### config.mk
export PLATFORM = sky130hd
export DESIGN_NAME = fuse_lock_bit_readback
export DESIGN_NICKNAME = d
export VERILOG_FILES = /design/src/hw/fuse_rd_pkg.sv /design/src/hw/arm_window.sv /design/src/hw/fuse_lock_bit_readback.sv
export SDC_FILE = /design/constraint.sdc
export NUM_CORES = 1
export LEC_CHECK = 0
export BUFFER_PORTS_ARGS = -buffer_cell sky130_fd_sc_hd__buf_2
export CAP_MARGIN = 20
export CORE_AREA = 10 10 57 59
export DETAILED_ROUTE_END_ITERATION = 8
export DIE_AREA = 0 0 67 69
export MAX_ROUTING_LAYER = met4
export PLACE_DENSITY_LB_ADDON = 0.1
export SLEW_MARGIN = 25
export SYNTH_ARGS = -nofsm -noshare
export SYNTH_HDL_FRONTEND = slang
export SYNTH_HIERARCHICAL = 1
export SYNTH_SLANG_ARGS = --single-unit
export TNS_END_PERCENT = 20
### constraint.sdc
create_clock -name clock_i -period 1.4 [get_ports clock_i]
set_input_delay 0.28 -clock clock_i [delete_from_list [all_inputs] [get_ports clock_i]]
set_output_delay 0.28 -clock clock_i [all_outputs]
set_load 0.02 [all_outputs]
### src/hw/fuse_rd_pkg.sv
// Constants for the fuse and lock byte readback block.
// Assumes a single CPU clock domain at 25 MHz.
package fuse_rd_pkg;
  localparam int          ADDR_W          = 16;
  localparam int          DATA_W          = 8;
  localparam logic [15:0] SEL_FUSE_LOW    = 16'h0000;
  localparam logic [15:0] SEL_LOCK        = 16'h0001;
  localparam int          CTRL_LOCKSEL    = 3;
  localparam int          CTRL_SPEN       = 0;
  localparam int          WIN_CYCLES      = 3;
  localparam logic [1:0]  WIN_CNT_W       = 2'h3;
  localparam logic [7:0]  FUSE_LOW_RST    = 8'hFF;
  localparam logic [7:0]  LOCK_RST        = 8'hFF;
  localparam logic [7:0]  UNMAPPED_DATA   = 8'hFF;
endpackage

### src/hw/arm_window.sv
// Three-cycle arming window for the configuration readback.
// Assumes set/consume pulses synchronous to clock_i.
`timescale 1ns/1ps
module arm_window
  import fuse_rd_pkg::*;
(
  input  wire logic clock_i,
  input  wire logic sys_rst_i,
  input  wire logic ce_i,
  input  wire logic arm_i,
  input  wire logic done_i,
  output logic      armed_o
);
  logic [1:0] left_reg;
  logic [1:0] left_next;

  // Reload on arm; done or count-out ends the window
  assign left_next = arm_i ? WIN_CNT_W :
                     (done_i || left_reg == 2'h0) ? 2'h0 :
                     left_reg - 2'h1;

  always_ff @(posedge clock_i or posedge sys_rst_i)
  begin
    if (sys_rst_i)
      left_reg <= 2'h0;
    else if (ce_i)
      left_reg <= left_next;
  end

  assign armed_o = (left_reg != 2'h0);
endmodule

### src/hw/fuse_lock_bit_readback.sv
// Software readback of the lock byte and the low fuse byte.
// Assumes the core pulses load/store strobes with the pointer value;
// fuse and lock bytes arrive as stable levels, zero meaning programmed.
`timescale 1ns/1ps
// How it works
// - Load of the lock selector within three cycles returns lock byte
// - Control bits self-clear on read or timeout
// - Load of the fuse selector within three cycles returns fuse byte
// - Fuse bit n lands at result bit n
// - Programmed reads zero, unprogrammed reads one
// - No readback while EEPROM write runs
module fuse_lock_bit_readback
  import fuse_rd_pkg::*;
(
  input  wire logic                        clock_i,
  input  wire logic                        sys_rst_i,
  input  wire logic                        ce_i,
  input  wire logic                        ctrl_wr_i,
  input  wire logic [fuse_rd_pkg::DATA_W-1:0] ctrl_wdata_i,
  input  wire logic                        pm_load_i,
  input  wire logic                        pm_store_i,
  input  wire logic [fuse_rd_pkg::ADDR_W-1:0] ptr_i,
  input  wire logic [fuse_rd_pkg::DATA_W-1:0] fuse_low_bits_i,
  input  wire logic [fuse_rd_pkg::DATA_W-1:0] lock_bits_i,
  input  wire logic                        ee_busy_i,
  output logic                             lockbit_select_o,
  output logic                             self_prog_enable_o,
  output logic                             cfg_hit_o,
  output logic [fuse_rd_pkg::DATA_W-1:0]   rd_data_o
);
  import fuse_rd_pkg::*;

  logic                armed;
  logic                arm_set;
  logic                hit;
  logic                window_end;
  logic [DATA_W-1:0]   sel_byte;
  logic                lsel_reg;
  logic                spen_reg;
  logic                hit_reg;
  logic [DATA_W-1:0]   data_reg;

  // Writing both bits arms; EEPROM write blocks arming entirely
  assign arm_set = ctrl_wr_i && ctrl_wdata_i[CTRL_LOCKSEL]
                   && ctrl_wdata_i[CTRL_SPEN] && !ee_busy_i;
  // Load while armed is the read; store consumes the window too
  assign hit        = armed && pm_load_i && !ee_busy_i;
  assign window_end = armed && (pm_load_i || pm_store_i);

  // Raw bits pass untouched: zero already means programmed
  assign sel_byte = (ptr_i == SEL_LOCK)     ? lock_bits_i :
                    (ptr_i == SEL_FUSE_LOW) ? fuse_low_bits_i :
                    UNMAPPED_DATA;

  arm_window u_win (
    .clock_i   (clock_i),
    .sys_rst_i (sys_rst_i),
    .ce_i      (ce_i),
    .arm_i     (arm_set),
    .done_i    (window_end),
    .armed_o   (armed)
  );

  // Control bits follow the window: clear on read or store, and one cycle after count-out
  always_ff @(posedge clock_i or posedge sys_rst_i)
  begin
    if (sys_rst_i)
    begin
      lsel_reg <= 1'b0;
      spen_reg <= 1'b0;
    end
    else if (ce_i)
    begin
      if (arm_set)
      begin
        lsel_reg <= 1'b1;
        spen_reg <= 1'b1;
      end
      else if (window_end || (armed == 1'b0))
      begin
        lsel_reg <= 1'b0;
        spen_reg <= 1'b0;
      end
    end
  end

  // Result byte registered for the core's destination write
  always_ff @(posedge clock_i or posedge sys_rst_i)
  begin
    if (sys_rst_i)
    begin
      hit_reg  <= 1'b0;
      data_reg <= 8'h00;
    end
    else if (ce_i)
    begin
      hit_reg <= hit;
      if (hit)
        data_reg <= sel_byte;
    end
  end

  assign lockbit_select_o   = lsel_reg;
  assign self_prog_enable_o = spen_reg;
  assign cfg_hit_o          = hit_reg;
  assign rd_data_o          = data_reg;
endmodule

==> impl.org <==
** Synth
- The cell count after synthesis came out at 65.
- In this run the cell area of the synthesized design comes to 684 um2.
- Count of yosys warnings during synthesis :: 6
- Counting every net in the synthesized netlist gives 113.
- Number of storage elements in the synthesis netlist :: 12
- Syn Area/Cell :: 10.5 um2
- Count of unique library cells instantiated by Yosys :: 22
- For this run, the register share of the synthesized area comes to 43.9%.

** STA
- Final setup skew :: 2.32 ps
- The count of final max-slew check failures came to 0.
- Number of setup violations in the final report :: 0
- Static timing analysis puts the maximum clock frequency at 0.743 GHz.
- Setup repair after global routing could not meet its margin everywhere.
- Of the available clock period, the critical path in the final layout requires 96.2%.
- On the final layout, the worst hold slack is 299 ps.
- Max-slew headroom :: 72.8%
- Shortest clock period the worst path allows after layout :: 1350 ps
- Number of hold violations in the final report :: 0
- For the pin with the worst max-slew slack, the measured transition is 407 ps.
- Setup slack on the critical path of the routed design comes to 53.3 ps.

** Drt
- Vias post-DR :: 696
- Dividing the detail-routed wire length by the instance count gives 14.8 um.
- For this run, design rule violations remaining after detail routing come to 0.
- Using the TritonRoute via totals, the vias-per-cell ratio works out to 4.70.
- First-pass detailed-route iteration total :: 2
- Post-detailed-routing wire length :: 2180 um
- Post-route ant nets :: 0
- Iteration-0 DRC count of the detailed router :: 15

** Min path
- The min-delay analysis places its worst path in the category in -> reg.

** Run status
- The run finished with clean final reports.

** Floorplanning
- CORE AREA :: 0.00215 mm2
- The floorplan step set the die height to 69 um.
- From left edge to right edge, the die measures 67 um.
- The floorplan step defined a die boundary enclosing 0.00462 mm2.
- During I/O placement, the number of pins put on the boundary was 58.
- Starting density of the core :: 31.9%
- Row Count :: 17

** Clock tree
- Clock-pin transition on the worst setup and hold timing paths :: 80 ps
- TritonCTS built the clock tree.
- The later pin in the worst-skew pair is clocked with a latency of 270 ps.
- Inserted Clock Buffers :: 3
- Deepest clock path buffer count :: 2
- In this run the clock root is driven by a sky130_fd_sc_hd__clkbuf_4.
- Deepest level of the CTS H-tree :: 1
- The clock drives 12 sinks.

** Flow run
- Across the run, the number of max-cap violations was 0.

** Power
- Power density of the placed cells :: 859 mW/mm2
- Leakage :: 0.526 nW
- The worst-case IR drop observed on VDD is 0.360 mV.

** Critical path
- Critical path required time :: 1570 ps
- The worst setup path is launched from a register.
- Data on the critical path arrives at its endpoint at 1520 ps.
- The worst setup path is of the reg -> reg kind.
- Along the worst path, the maximum fanout reaches 8.
- STA classifies the critical path endpoint as a register.

** Cells and area
- After routing the design area is 0.00104 mm2.
- Fraction of layout instances using a drive strength above 1 :: 56.7%
- Number of inserted diodes :: 0
- Number of flip-flops under the largest register name :: 8
- Leaving out fill and tap cells, the most frequent cell in the layout is sky130_fd_sc_hd__buf_2.
- In the layout the commonest cells are 51 x sky130_fd_sc_hd__buf_2, 12 x sky130_fd_sc_hd__dfrtp_1, 8 x sky130_fd_sc_hd__mux2i_1, 7 x sky130_fd_sc_hd__a31oi_1.
- After the last flow step, the layout net total stands at 169.
- Excluding fillers, the count of instances in the completed layout stands at 148.
- Compared with the post-synthesis result, the final layout area differs by 51.6%.
- Cells fill 48.3% of the core in the end.

** Placement
- Detailed placement finished with a half-perimeter wire length of 1760 um.
- Placed Instance Area :: 940 um2
- Placed cell count :: 140
- Pre-CTS setup slack :: 9.88 ps
- Global placer's final weighted congestion :: 0.639
- Number of port buffers :: 51

** GRT
- Global routing finished with a remaining overflow of 0.
- Pin count of the biggest net entering global routing :: 18
- The first global-routing pass estimated 3410 um of wire.
- GRT Util Overall :: 9.47%
- Via count of the first global-routing pass :: 770
- Initial antenna violation count :: 0
power by group:
part	internal, mW	switching, mW	total (mW)
Combinational	0.123	0.106	0.230
Clock	0.158	0.124	0.282
Sequential	0.368	0.0119	0.379
per-layer routing:
metal,up-vias,GRT usage (%),share of wire (%)
met1,319,9.95,42
li1,344,-,-
met2,31,15.2,50
met3,2,3.70,7.3
met5,-,-,0
met4,0,4.07,0.64
metrics by stage:
stage / TNS (ps) / power [mW]
4_1_cts: 0 / 0.881
3_3_place_gp: 0 / 0.584
6_report: 0 / 0.891
3_5_place_dp: 0 / 0.590
2_1_floorplan: 0 / 0.507
5_1_grt: -182 / 0.942
layout make-up:
class                           count  area [um2]
Multi-Input combinational cell     42         318
Inverter                            6        22.5
Tap cell                           28        35.0
Sequential cell                    12         300
Clock buffer                        4        36.3
Timing Repair Buffer               56         325
Fill cell                         217        1110
cells in the mapped netlist:
cell | count | share of area (%)
sky130_fd_sc_hd__a21o_1 | 2 | 2.2
sky130_fd_sc_hd__a22o_1 | 1 | 1.3
sky130_fd_sc_hd__a31oi_1 | 7 | 6.4
sky130_fd_sc_hd__a31oi_2 | 1 | 1.8
sky130_fd_sc_hd__and4_1 | 1 | 1.3
sky130_fd_sc_hd__and4b_1 | 2 | 2.9
sky130_fd_sc_hd__buf_12 | 1 | 2.9
sky130_fd_sc_hd__buf_4 | 1 | 1.1
sky130_fd_sc_hd__buf_6 | 2 | 3.3
sky130_fd_sc_hd__clkbuf_2 | 1 | 0.73
sky130_fd_sc_hd__dfrtp_1 | 12 | 44
sky130_fd_sc_hd__ha_1 | 1 | 1.8
sky130_fd_sc_hd__inv_1 | 6 | 3.3
sky130_fd_sc_hd__mux2i_1 | 8 | 12
sky130_fd_sc_hd__nand2b_1 | 1 | 0.91
sky130_fd_sc_hd__nor2_1 | 8 | 4.4
sky130_fd_sc_hd__nor2_2 | 1 | 0.91
sky130_fd_sc_hd__nor2b_1 | 1 | 0.91
sky130_fd_sc_hd__nor3_1 | 2 | 1.5
sky130_fd_sc_hd__nor3_2 | 1 | 1.5
sky130_fd_sc_hd__nor4_1 | 3 | 2.7
sky130_fd_sc_hd__o22a_1 | 2 | 2.6
kinds of logic after synthesis:
kind of cell             share of synthesized area (%)
buffers and inverters                             11.3
AND/OR/NAND/NOR                                   17.0
multiplexers                                      11.7
AO/OA/AOI/OAI                                     14.3
adder cells (fa/ha/maj)                           1.83
flip-flops                                        43.9
worst max-delay path: stages, from the launching register on:
cell and delay, ps:
sky130_fd_sc_hd__dfrtp_1 390, sky130_fd_sc_hd__inv_1 60, sky130_fd_sc_hd__ha_2 170, sky130_fd_sc_hd__inv_2 40, sky130_fd_sc_hd__and4b_2 260, sky130_fd_sc_hd__clkbuf_16 170, sky130_fd_sc_hd__a21o_1 140
worst paths after layout:
path                       cells after the start                        endpoint  slack (ps)                          start
setup / recovery                               6           cfg_hit_o$_DFFE_PP0P_          50  u_win/left_reg[0]$_DFFE_PP0P_
min in group asynchronous                      3   u_win/left_reg[1]$_DFFE_PP0P_         400                      sys_rst_i
hold / removal                                 2  self_prog_enable_o$_DFFE_PP0P_         300                           ce_i
setup reg to reg                               6           cfg_hit_o$_DFFE_PP0P_          50  u_win/left_reg[0]$_DFFE_PP0P_
max in group asynchronous                      3        rd_data_o[4]$_DFFE_PP0P_         580                      sys_rst_i
hold reg to reg                                1           cfg_hit_o$_DFFE_PP0P_         470          cfg_hit_o$_DFFE_PP0P_
repair_timing:
action	4_1_cts	5_1_grt
hold buffers	1	0
endpoints found under the setup margin	0	11
hold endpoints to repair	12	0
gates resized for setup	0	6
setup buffers	0	2
Power figures use the tool's default switching activity.
